[config.mk]
export PLATFORM = sky130hd
export DESIGN_NAME = msq_host
export DESIGN_NICKNAME = d
export VERILOG_FILES = /design/src/msq_pkg.sv /design/src/msq_byte_sel.sv /design/src/msq_tag_pick.sv /design/src/msq_host.sv
export VERILOG_INCLUDE_DIRS = /design/src
export SDC_FILE = /design/constraint.sdc
export NUM_CORES = 2
export LEC_CHECK = 0
export ABC_AREA = 1
export BUFFER_PORTS_ARGS = -buffer_cell sky130_fd_sc_hd__buf_2
export CAP_MARGIN = 20
export CORE_MARGIN = 4
export CORE_UTILIZATION = 51
export DETAILED_ROUTE_END_ITERATION = 8
export PLACE_DENSITY = 0.79
export SETUP_SLACK_MARGIN = 0.4
export SLEW_MARGIN = 20
export SYNTH_ARGS = -nofsm -noshare
export SYNTH_HDL_FRONTEND = slang
export SYNTH_HIERARCHICAL = 1
export SYNTH_SLANG_ARGS = --single-unit
[constraint.sdc]
create_clock -name clk_sys_i -period 7.93 [get_ports clk_sys_i]
set_clock_uncertainty 0.15 [all_clocks]
set_input_delay 1.1895 -clock clk_sys_i [delete_from_list [all_inputs] [get_ports clk_sys_i]]
set_output_delay 1.1895 -clock clk_sys_i [all_outputs]
set_load 0.005 [all_outputs]
[src/msq_regs.svh]
/*
  Constants for the statistics-queue host controller: tags, sizes, queue index.
  Assumes it is included by the package and by every design file that needs it.
*/
`ifndef MSQ_REGS_SVH
`define MSQ_REGS_SVH

// ----------------------------------------------------------------
// Entry layout
// ----------------------------------------------------------------
`define MSQ_NUM_TAGS 10
`define MSQ_ENTRY_BYTES 4'ha
`define MSQ_LAST_BYTE 4'h9
`define MSQ_TAG_BYTES 4'h2
`define MSQ_LEN_ALIGN 8'h06
`define MSQ_STATS_QUEUE 16'h0002

// ----------------------------------------------------------------
// Statistic tags
// ----------------------------------------------------------------
`define MSQ_TAG_SWAP_IN 4'h0
`define MSQ_TAG_SWAP_OUT 4'h1
`define MSQ_TAG_MAJOR_FAULTS 4'h2
`define MSQ_TAG_MINOR_FAULTS 4'h3
`define MSQ_TAG_FREE_MEMORY 4'h4
`define MSQ_TAG_TOTAL_MEMORY 4'h5
`define MSQ_TAG_AVAILABLE_MEMORY 4'h6
`define MSQ_TAG_CACHE_MEMORY 4'h7
`define MSQ_TAG_HUGEPAGE_ALLOC_OK 4'h8
`define MSQ_TAG_HUGEPAGE_ALLOC_FAIL 4'h9

`endif

[src/msq_pkg.sv]
/*
  Types for the statistics-queue host controller.
  Assumes msq_regs.svh is on the include path.
*/
`include "msq_regs.svh"
package msq_pkg;

  // ----------------------------------------------------------------
  // Types
  // ----------------------------------------------------------------
  typedef logic [`MSQ_NUM_TAGS-1:0][63:0] msq_vals_t;

  typedef struct packed {
    logic post;
    logic notify;
    logic driver_ok;
    logic [15:0] queue;
    logic [15:0] length;
  } msq_link_t;

  typedef enum logic [3:0] {
    S_IDLE,
    S_INIT_POST,
    S_INIT_OK,
    S_INIT_NOTIFY,
    S_WAIT_USED,
    S_SEND,
    S_PAD,
    S_POST,
    S_NOTIFY
  } msq_state_t;

endpackage : msq_pkg

[src/msq_byte_sel.sv]
/*
  Picks one byte of a 10-byte statistics entry in either byte order.
  Assumes a purely combinational use; the caller registers the result.
*/
`include "msq_regs.svh"
module msq_byte_sel (
  input wire logic [3:0] tag_i,
  input wire logic [63:0] val_i,
  input wire logic [3:0] idx_i,
  input wire logic big_i,
  output logic [7:0] byte_o
);

  // ----------------------------------------------------------------
  // Byte extraction
  // ----------------------------------------------------------------
  function automatic logic [7:0] entry_byte(input logic [15:0] tag, input logic [63:0] val,
                                            input logic [3:0] idx, input logic big);
    logic [3:0] k;
    k = idx;
    if (big) begin
      if (idx < `MSQ_TAG_BYTES) begin
        k = 4'h1 - idx;
      end else begin
        k = 4'hb - idx;
      end
    end
    if (k < `MSQ_TAG_BYTES) begin
      entry_byte = tag[8*k[0] +: 8];
    end else begin
      entry_byte = val[8*(k-4'h2) +: 8];
    end
  endfunction : entry_byte

  always_comb begin
    byte_o = entry_byte({12'h000, tag_i}, val_i, idx_i, big_i);
  end

endmodule : msq_byte_sel

[src/msq_tag_pick.sv]
/*
  Finds the lowest supported tag at or above a start index, and counts tags.
  Assumes the mask is stable while a buffer is being built.
*/
`include "msq_regs.svh"
module msq_tag_pick (
  input wire logic [`MSQ_NUM_TAGS-1:0] mask_i,
  input wire logic [3:0] start_i,
  output logic found_o,
  output logic [3:0] idx_o,
  output logic [3:0] count_o
);

  logic [`MSQ_NUM_TAGS-1:0] hit;

  // ----------------------------------------------------------------
  // Candidate tags
  // ----------------------------------------------------------------
  for (genvar g = 0; g < `MSQ_NUM_TAGS; g++) begin : g_hit
    assign hit[g] = mask_i[g] && (4'(g) >= start_i);
  end

  always_comb begin
    found_o = 1'b0;
    idx_o = 4'h0;
    count_o = 4'h0;
    for (int i = `MSQ_NUM_TAGS - 1; i >= 0; i--) begin
      if (hit[i]) begin
        found_o = 1'b1;
        idx_o = 4'(i);
      end
      if (mask_i[i]) begin
        count_o = count_o + 4'h1;
      end
    end
  end

endmodule : msq_tag_pick

[src/msq_host.sv]
/*
  Host end of the memory statistics queue: posts the initial empty buffer,
  then answers each used buffer with a fresh buffer of tag/value entries.
  Assumes the device end keeps its own obligations and that tx bytes are
  written into the posted buffer in order before the post pulse.
*/
`include "msq_regs.svh"
module msq_host (
  input wire logic clk_sys_i,
  input wire logic rst_n_i,
  input wire logic init_start_i,
  input wire logic stats_queue_feature_i,
  input wire logic legacy_mode_i,
  input wire logic guest_big_endian_i,
  input wire logic [`MSQ_NUM_TAGS-1:0] supported_i,
  input wire msq_pkg::msq_vals_t stats_i,
  input wire logic used_i,
  input wire logic tx_ready_i,
  output logic tx_valid_o,
  output logic [7:0] tx_data_o,
  output msq_pkg::msq_link_t link_o,
  output logic outstanding_o
);

  // ----------------------------------------------------------------
  // State
  // ----------------------------------------------------------------
  msq_pkg::msq_state_t state, next_state;
  logic [`MSQ_NUM_TAGS-1:0] mask, next_mask;
  logic feat, next_feat;
  logic big, next_big;
  logic outst, next_outst;
  logic drv_ok, next_drv_ok;
  msq_pkg::msq_vals_t vals, next_vals;
  logic [3:0] cur, next_cur;
  logic [3:0] bidx, next_bidx;
  logic [6:0] cnt, next_cnt;
  logic [6:0] len, next_len;
  logic [7:0] tx_data, next_tx_data;
  logic [3:0] pick_start;
  logic pick_found;
  logic [3:0] pick_idx;
  logic [3:0] pick_count;
  logic [7:0] sel_byte;

  function automatic logic [6:0] padded_len(input logic [3:0] n);
    logic [7:0] raw;
    logic [7:0] rem;
    raw = {4'h0, n} * {4'h0, `MSQ_ENTRY_BYTES};
    rem = raw % `MSQ_LEN_ALIGN;
    if (rem == 8'h00) begin
      padded_len = raw[6:0];
    end else begin
      padded_len = 7'(raw + `MSQ_LEN_ALIGN - rem);
    end
  endfunction : padded_len

  // ----------------------------------------------------------------
  // Helpers
  // ----------------------------------------------------------------
  assign pick_start = (state == msq_pkg::S_WAIT_USED) ? 4'h0 : 4'(cur + 4'h1);

  msq_tag_pick msq_tag_pick_i (
    .mask_i(mask),
    .start_i(pick_start),
    .found_o(pick_found),
    .idx_o(pick_idx),
    .count_o(pick_count)
  );

  msq_byte_sel msq_byte_sel_i (
    .tag_i(next_cur),
    .val_i(next_vals[next_cur]),
    .idx_i(next_bidx),
    .big_i(next_big),
    .byte_o(sel_byte)
  );

  // Padding bytes are zero so a partial trailing entry carries nothing
  assign next_tx_data = (next_state == msq_pkg::S_SEND) ? sel_byte : 8'h00;

  // ----------------------------------------------------------------
  // Next-state logic
  // ----------------------------------------------------------------
  always_comb begin
    next_state = state;
    next_mask = mask;
    next_feat = feat;
    next_big = big;
    next_outst = outst;
    next_drv_ok = drv_ok;
    next_vals = vals;
    next_cur = cur;
    next_bidx = bidx;
    next_cnt = cnt;
    next_len = len;
    case (state)
      msq_pkg::S_IDLE: begin
        if (init_start_i) begin
          next_mask = supported_i;
          next_feat = stats_queue_feature_i;
          next_big = legacy_mode_i && guest_big_endian_i;
          next_len = 7'h00;
          if (stats_queue_feature_i) begin
            next_state = msq_pkg::S_INIT_POST;
          end
        end
      end
      msq_pkg::S_INIT_POST: begin
        next_outst = 1'b1;
        next_state = msq_pkg::S_INIT_OK;
      end
      msq_pkg::S_INIT_OK: begin
        next_drv_ok = 1'b1;
        next_state = msq_pkg::S_INIT_NOTIFY;
      end
      msq_pkg::S_INIT_NOTIFY: begin
        next_state = msq_pkg::S_WAIT_USED;
      end
      msq_pkg::S_WAIT_USED: begin
        if (used_i) begin
          next_outst = 1'b0;
          next_vals = stats_i;
          next_cnt = 7'h00;
          next_bidx = 4'h0;
          if (pick_found) begin
            next_cur = pick_idx;
            next_len = padded_len(pick_count);
            next_state = msq_pkg::S_SEND;
          end else begin
            next_len = 7'h00;
            next_state = msq_pkg::S_POST;
          end
        end
      end
      msq_pkg::S_SEND: begin
        if (tx_ready_i) begin
          next_cnt = 7'(cnt + 7'h01);
          if (bidx == `MSQ_LAST_BYTE) begin
            if (pick_found) begin
              next_cur = pick_idx;
              next_bidx = 4'h0;
            end else if (7'(cnt + 7'h01) == len) begin
              next_state = msq_pkg::S_POST;
            end else begin
              next_state = msq_pkg::S_PAD;
            end
          end else begin
            next_bidx = 4'(bidx + 4'h1);
          end
        end
      end
      msq_pkg::S_PAD: begin
        if (tx_ready_i) begin
          next_cnt = 7'(cnt + 7'h01);
          if (7'(cnt + 7'h01) == len) begin
            next_state = msq_pkg::S_POST;
          end
        end
      end
      msq_pkg::S_POST: begin
        next_outst = 1'b1;
        next_state = msq_pkg::S_NOTIFY;
      end
      msq_pkg::S_NOTIFY: begin
        next_state = msq_pkg::S_WAIT_USED;
      end
      default: begin
        next_state = msq_pkg::S_IDLE;
      end
    endcase
  end

  // ----------------------------------------------------------------
  // Registers
  // ----------------------------------------------------------------
  always_ff @(posedge clk_sys_i or negedge rst_n_i) begin
    if (!rst_n_i) begin
      state <= msq_pkg::S_IDLE;
      mask <= '0;
      feat <= 1'b0;
      big <= 1'b0;
      outst <= 1'b0;
      drv_ok <= 1'b0;
      vals <= '0;
      cur <= 4'h0;
      bidx <= 4'h0;
      cnt <= 7'h00;
      len <= 7'h00;
      tx_data <= 8'h00;
    end else begin
      state <= next_state;
      mask <= next_mask;
      feat <= next_feat;
      big <= next_big;
      outst <= next_outst;
      drv_ok <= next_drv_ok;
      vals <= next_vals;
      cur <= next_cur;
      bidx <= next_bidx;
      cnt <= next_cnt;
      len <= next_len;
      tx_data <= next_tx_data;
    end
  end

  // ----------------------------------------------------------------
  // Outputs
  // ----------------------------------------------------------------
  assign tx_valid_o = (state == msq_pkg::S_SEND) || (state == msq_pkg::S_PAD);
  assign tx_data_o = tx_data;
  assign outstanding_o = outst;
  assign link_o.post = (state == msq_pkg::S_INIT_POST) || (state == msq_pkg::S_POST);
  assign link_o.notify = (state == msq_pkg::S_INIT_NOTIFY) || (state == msq_pkg::S_NOTIFY);
  assign link_o.driver_ok = drv_ok;
  assign link_o.queue = `MSQ_STATS_QUEUE;
  assign link_o.length = {9'h000, len};

  // ----------------------------------------------------------------
  // Checks
  // ----------------------------------------------------------------
  post_single_a : assert property (
    @(posedge clk_sys_i) disable iff (!rst_n_i)
    link_o.post |-> !outst ##1 outst)
    else $error("buffer posted while one is outstanding");

  init_order_a : assert property (
    @(posedge clk_sys_i) disable iff (!rst_n_i)
    (link_o.post && !drv_ok) |-> ##1 (!link_o.notify && !drv_ok) ##1 (drv_ok && link_o.notify))
    else $error("init order post, ready, notify broken");

  feature_gate_a : assert property (
    @(posedge clk_sys_i) disable iff (!rst_n_i)
    !feat |-> !link_o.post && !link_o.notify && !tx_valid_o)
    else $error("channel active without feature");

  len_align_a : assert property (
    @(posedge clk_sys_i) disable iff (!rst_n_i)
    link_o.post |-> (link_o.length % 16'h0006) == 16'h0000)
    else $error("buffer length not a multiple of six");

  len_entries_a : assert property (
    @(posedge clk_sys_i) disable iff (!rst_n_i)
    (link_o.post && drv_ok) |-> (cnt == len) && (len >= 7'({4'h0, pick_count} * 8'h0a))
      && (len < 7'({4'h0, pick_count} * 8'h0a + 8'h06)))
    else $error("buffer does not hold one entry per statistic");

  used_answer_a : assert property (
    @(posedge clk_sys_i) disable iff (!rst_n_i)
    (state == msq_pkg::S_WAIT_USED && used_i) |=> !outst && (tx_valid_o || link_o.post))
    else $error("used buffer not answered");

  post_notify_a : assert property (
    @(posedge clk_sys_i) disable iff (!rst_n_i)
    (link_o.post && drv_ok) |=> link_o.notify ##1 (state == msq_pkg::S_WAIT_USED))
    else $error("post not followed by notify");

  subset_stable_a : assert property (
    @(posedge clk_sys_i) disable iff (!rst_n_i)
    drv_ok |=> $stable(mask))
    else $error("statistics subset changed");

  tag_byte_a : assert property (
    @(posedge clk_sys_i) disable iff (!rst_n_i)
    (state == msq_pkg::S_SEND && bidx == 4'h0) |->
      (tx_data_o == (big ? 8'h00 : {4'h0, cur})) && mask[cur])
    else $error("tag byte wrong for byte order");

endmodule : msq_host

# Word level (Yosys, flattened, before mapping)
# Index checks and enable logic that the tools add are counted.
classes:
  order_cmp: 13
  muxes: 72
  bitwise: 0
  n_reduce_logical: 26
  div_mod_pow: 1
  n_shift: 2
  n_mul: 1
  addsub: 17
  eq_ne: 14
ops:
  columns: ["operator", "count"]
  rows:
  - ["$mux 640", 2]
  - ["$bmux 64 s4", 1]
  - ["$mux 4", 38]
  - ["$mux 64", 1]
  - ["$shiftx 64x33->8", 1]
  - ["$mux 7", 6]
  - ["$add 4x1->4 const B", 10]
  - ["$pmux 4 s8", 1]
  - ["$pmux 7 s2", 2]
  - ["$eq 4x3->1 const B", 5]
  - ["$ge 3x4->1 const A", 4]
  - ["$mux 8", 2]
  - ["$pmux 4 s2", 2]
  - ["$shiftx 16x5->8", 1]
  - ["$mux 1", 15]
  - ["$logic_and 1x1->1", 11]
  - ["$eq 4x2->1 const B", 2]
  - ["$eq 4x4->1 const B", 2]
  - ["$ge 1x4->1 const A", 2]
  - ["$ge 2x4->1 const A", 2]
  - ["$ge 4x4->1 const A", 2]
  - ["$logic_not 8->1", 1]
  - ["$lt 4x2->1 const B", 2]
  - ["$mod 8x3->8 const B", 1]
  - ["21 further kinds", 30]
totals:
  word_cells: 166
  reg_bits: 687
  latchBits: 0
  mem_count: 0
  mem_bits_rw: 0
  romBits: 0
  out_inout_bits: 45
  input_bits: 658

# Logic depth before layout (Yosys ltp)
depth:
  ltp_word: 26
  mapped_depth: 68
  ltp_nobuf: 68

# By module
# The synthesis kept the hierarchy.
by_module_without_submodules:
  columns: ["mod", "area_each_um2", "n_inst", "seq_area_each_um2", "cells_each"]
  rows:
  - ["msq_host", 33653.5, 1, 17166.5, 3853]
  - ["msq_byte_sel", 1089.8, 1, 0.0, 244]
  - ["msq_tag_pick", 984.7, 1, 0.0, 195]

# Worst setup path before layout
# Ideal clock, no wire load.
synth_timing:
  path_kind: "flip-flop to flip-flop"
  startpoint: "register mask[9]"
  endpoint: "register len[6]"
  arrival_ps: 8093
  path_buffers: 0
  stages_incl_launch_ff: 63
  setup_slack_ps: -431
  setup_ps: 118
  synth_period_minus_slack_ps: 8361
  required_ps: 7662
  cell_sequence: "dfrtp_1 > inv_1 > ha_1 > inv_1 > nand2_1 > nand2_1 > ha_1 > nand2_1 > nand2_1 > ha_1 > or2_1 > nand2_1 > inv_1 > ha_1 > nand2_1 > nand2_1 > ha_1 > nand2_1 > [... 27 more ...] > nand2_1 > inv_1 > ha_1 > inv_1 > nand2_1 > nand2_2 > inv_1 > ha_1 > inv_1 > ha_1 > nand2_1 > o21ai_0 > a21o_1 > a21oi_1 > xor2_1 > nand2_1 > nand3_1 > nand2_1"
synth_between:
  elab_chain_len: 26
  word_cells_on_any_way: 39
  classes_between: "add/sub: 11; mul: 1; div: 1; mux: 24; reduce/logical: 2"
synth_lines:
  columns: ["element", "line_no", "source"]
  rows:
  - ["start: declaration", "msq_host.sv:29", "logic [`MSQ_NUM_TAGS-1:0] mask, next_mask;"]
  - ["start signal: assignment", "msq_host.sv:193", "mask <= next_mask;"]
  - ["$mux 1 (*)", "msq_tag_pick.sv:32", "if (mask_i[i]) begin"]
  - ["$add 1x1->2", "msq_tag_pick.sv:33", "count_o = count_o + 4'h1;"]
  - ["$mux 4 (*)", "msq_tag_pick.sv:32", null]
  - ["$add 4x1->4", "msq_tag_pick.sv:33", null]
  - ["$mux 4 (*)", "msq_tag_pick.sv:32", null]
  - ["$add 4x1->4", "msq_tag_pick.sv:33", null]
  - ["$mux 4 (*)", "msq_tag_pick.sv:32", null]
  - ["$add 4x1->4", "msq_tag_pick.sv:33", null]
  - ["[... 11 more ...]", null, null]
  - ["named net pick_count[1]", "msq_host.sv:43", "logic [3:0] pick_count;"]
  - ["$mul 4x3->7 (*)", "msq_host.sv:49", "raw = {4'h0, n} * {4'h0, `MSQ_ENTRY_BYTES};"]
  - ["$mod 8x3->8 (no line) / $add 7x3->7 (equally long branches)", null, null]
  - ["$sub 7x7->7 / $logic_not 8->1 (equally long branches)", "msq_host.sv:54, msq_host.sv:51", null]
  - ["$mux 7 (*)", "msq_host.sv:51", "if (rem == 8'h00) begin"]
  - ["$mux 7 (*)", "msq_host.sv:126", "if (pick_found) begin"]
  - ["$mux 7 (*)", "msq_host.sv:121", "if (used_i) begin"]
  - ["$pmux 7 s2 (*)", "msq_host.sv:97", "case (state)"]
  - ["end signal: assignment", "msq_host.sv:202", "len <= next_len;"]
  - ["end: declaration", "msq_host.sv:38", "logic [6:0] len, next_len;"]
# Mark *: on every way through the listed nets, which the timed path passes. The rest lies on a longest branch. The select of a mux whose other input is x is not followed.
# A chain may end at the register's enable or synchronous reset.

# Worst setup path in the final report
layout_timing:
  startpoint: "register mask[8]"
  endpoint: "register len[6]"
layout_between:
  elab_chain_len: 24
  word_cells_on_any_way: 36
  classes_between: "add/sub: 10; mul: 1; div: 1; mux: 22; reduce/logical: 2"
layout_lines:
  columns: ["element", "line_no"]
  rows:
  - ["$mux 4 (*)", "msq_tag_pick.sv:32"]
  - ["$add 4x1->4", "msq_tag_pick.sv:33"]
  - ["$mux 4 (*)", "msq_tag_pick.sv:32"]
  - ["$add 4x1->4", "msq_tag_pick.sv:33"]
  - ["$mux 4 (*)", "msq_tag_pick.sv:32"]
  - ["$add 4x1->4", "msq_tag_pick.sv:33"]
  - ["$mux 4 (*)", "msq_tag_pick.sv:32"]
  - ["$add 4x1->4", "msq_tag_pick.sv:33"]
  - ["[... 9 more ...]", null]
  - ["named net pick_count[1]", "msq_host.sv:43"]
  - ["$mul 4x3->7 (*)", "msq_host.sv:49"]
  - ["$mod 8x3->8 (no line) / $add 7x3->7 (equally long branches)", null]
  - ["$sub 7x7->7 / $logic_not 8->1 (equally long branches)", "msq_host.sv:54, msq_host.sv:51"]
  - ["$mux 7 (*)", "msq_host.sv:51"]
  - ["$mux 7 (*)", "msq_host.sv:126"]
  - ["$mux 7 (*)", "msq_host.sv:121"]
  - ["$pmux 7 s2 (*)", "msq_host.sv:97"]
# Marked as above.

==> metrics.cfg <==
[global_routing]
grt_remaining_overflow=0
grt_pass1_wl_um=175000
grt_pass1_vias=31900
antenna_found_initial=35
grt_max_degree=270
grt.total_usage=0.298

[timing]
layout_min_cycle_time_ns=7.89
hold_viol=0
rsz0062_at_grt=yes
max_freq_ghz=0.127
final-max-slew-violation-count=0
tightest_slew_ns=1.07
relSlewSlack=0.287
setup_viol=0
whs_ns=0.321
min_period_over_period=0.994

[cts]
clkTransAtPathRegs_ns=0.06
htree_levels=3
cts_sinks=686
cts_root_buffer=clkbuf_16
tritoncts=done
clk_latency_ns=0.61
ctsHoldBuffers=0
cts_buffers=73
ctsLongestPathBuffers=3

[cells_and_area]
final_cell_mix=nand2_1, dfrtp_1, buf_2
multi_input_area_um2=15200
n_fill_cell=5788
seqCellArea_um2=17200
finalInstanceArea_um2=43000
final_common_cell=nand2_1
nets=5613
area_growth_pct=20.4
layout-drive-gt1-share=0.267
finish.utilization=0.623

[logic_synthesis]
yosysSeqAreaShare=0.480
avgSynthCellArea_um2=8.32
yosys.area_share.simple=0.184
ys_ff_latch=686
yosys_warnings=6
synth-xor-area-share=0.00392
syn_inst=4292
synth-compound-area-share=0.138
synthMuxAreaShare=0.0717
synth-edff-count=0
async_flop_share=1.00
netlist_area_um2=35700
yosysUniqueCellTypes=47
synthFlopType=dfrtp_1
yosys.area_share.adder=0.0120
synth_top_family_by_area=simple AND/OR/NAND/NOR gates

[min_path]
hold_class=reg -> reg

[setup_path]
worstPathArrival_ns=8.23
cp-end-kind=flip-flop
worstPathMaxFanout=5
max_stage_delay_ns=0.39
path_class=reg -> reg
required_ns=8.27
crit_path_start_kind=flip-flop
critPathSlowestCell=dfrtp_1

[routing]
drt_iter0_drc=2967
wl_per_cell_um=19.6
wl_um=116000
via_per_inst=5.41
dr.pass1.iters=5
drcViolationCount=0
drtAntennaViolNets=0
num_vias=32100

[die]
rows=96
die_h_um=273
dieArea_um2=74400
die_x_um=273
fp.coreArea_um2=69100
start_util=0.517
ios=703

[place]
port_buffers=676
place_area_um2=39600
dp_hpwl_um=78700
place_congestion=0.879

[status]
status=complete, no violations

[job]
maxCapViolCount=0

[critical path, delay by kind of cell (launching register included)]
family / cells / cell delay [ns]
compound gates: 5 / 0.67
xor+xnor: 1 / 0.15
fa+ha+maj: 13 / 3.21
buf+inv: 10 / 0.66
flops: 1 / 0.39
simple gates: 34 / 2.51
[through the flow]
stage	TNS (ns)	cells	setup slack (ns)
after floorplan	0	4317	0.156
after global placement	-0.0695	5710	-0.0695
after detailed placement	-0.498	5710	-0.263
after CTS	-0.0111	5896	-0.0111
after global routing	-1.90	5924	-0.413
final	0	5928	0.0441
[routing by layer]
metal | wire, um | global-route usage
met5 | 139 | 0
met4 | 4940 | 0.132
met3 | 8820 | 0.0578
met2 | 56300 | 0.491
met1 | 46100 | 0.384
[final timing paths]
kind | from | end | slack (ns) | depth (start not counted)
setup / recovery | mask[8]$_DFFE_PN0P_ | len[6]$_DFFE_PN0P_ | 0.04 | 63
hold / removal | vals[87]$_DFF_PN0_ | vals[87]$_DFF_PN0_ | 0.32 | 2
setup reg to reg | mask[8]$_DFFE_PN0P_ | len[6]$_DFFE_PN0P_ | 0.04 | 63
hold reg to reg | vals[87]$_DFF_PN0_ | vals[87]$_DFF_PN0_ | 0.32 | 2
max in group asynchronous | rst_n_i | vals[177]$_DFF_PN0_ | 5.66 | 2
min in group asynchronous | rst_n_i | vals[348]$_DFF_PN0_ | 0.46 | 1
[logic make-up (layout without fill, tap and decap cells)]
group / count (synthesis) / after routing
flip-flops: 686 / 686
AO/OA/AOI/OAI: 907 / 907
buffers and inverters: 926 / 1581
AND/OR/NAND/NOR: 1466 / 1466
other: 2 / 52
XOR/XNOR: 16 / 16
multiplexers: 256 / 256
adder cells (fa/ha/maj): 33 / 33
[synth_stat cells (43+ instances only)]
cell / n / area, um2
buf_2: 79 / 395
nand2_1: 904 / 3390
a32o_1: 65 / 651
inv_1: 638 / 2390
o21ai_1: 43 / 215
a21oi_1: 286 / 1430
or2_2: 257 / 1610
nand3_1: 195 / 976
o21ai_0: 489 / 2450
clkbuf_1: 124 / 465
mux2i_1: 256 / 2560
nor2_1: 53 / 199
dfrtp_1: 686 / 17200
buf_4: 46 / 345
[area by class of cell]
cell class | count | share of cell area
clock buffers | 100 | 0.0489
inverters | 650 | 0.0576
flip-flops and latches | 686 | 0.399
clock inverters | 25 | 0.00588
well taps | 931 | 0.0271
multi-input cells | 2705 | 0.355
diodes | 25 | 0.00145
repair buffers | 806 | 0.105
[state kept, by name, indices dropped and copies added, names as in the netlist, 4 cells and up]
name and cells:
vals 640, mask 10, tx_data_o 8, cnt 7
len 6, bidx 4, cur 4, state 4
[what timing repair did]
item                       CTS  global route
setup endpoints to repair    5             6
hold endpoints to repair     0             0
setup buffers               61             7
gates resized for setup     29            79
pin swaps                   29            58
Power is not shown: default switching activity piles up to over one toggle a cycle in this logic, so the estimate is an artifact.
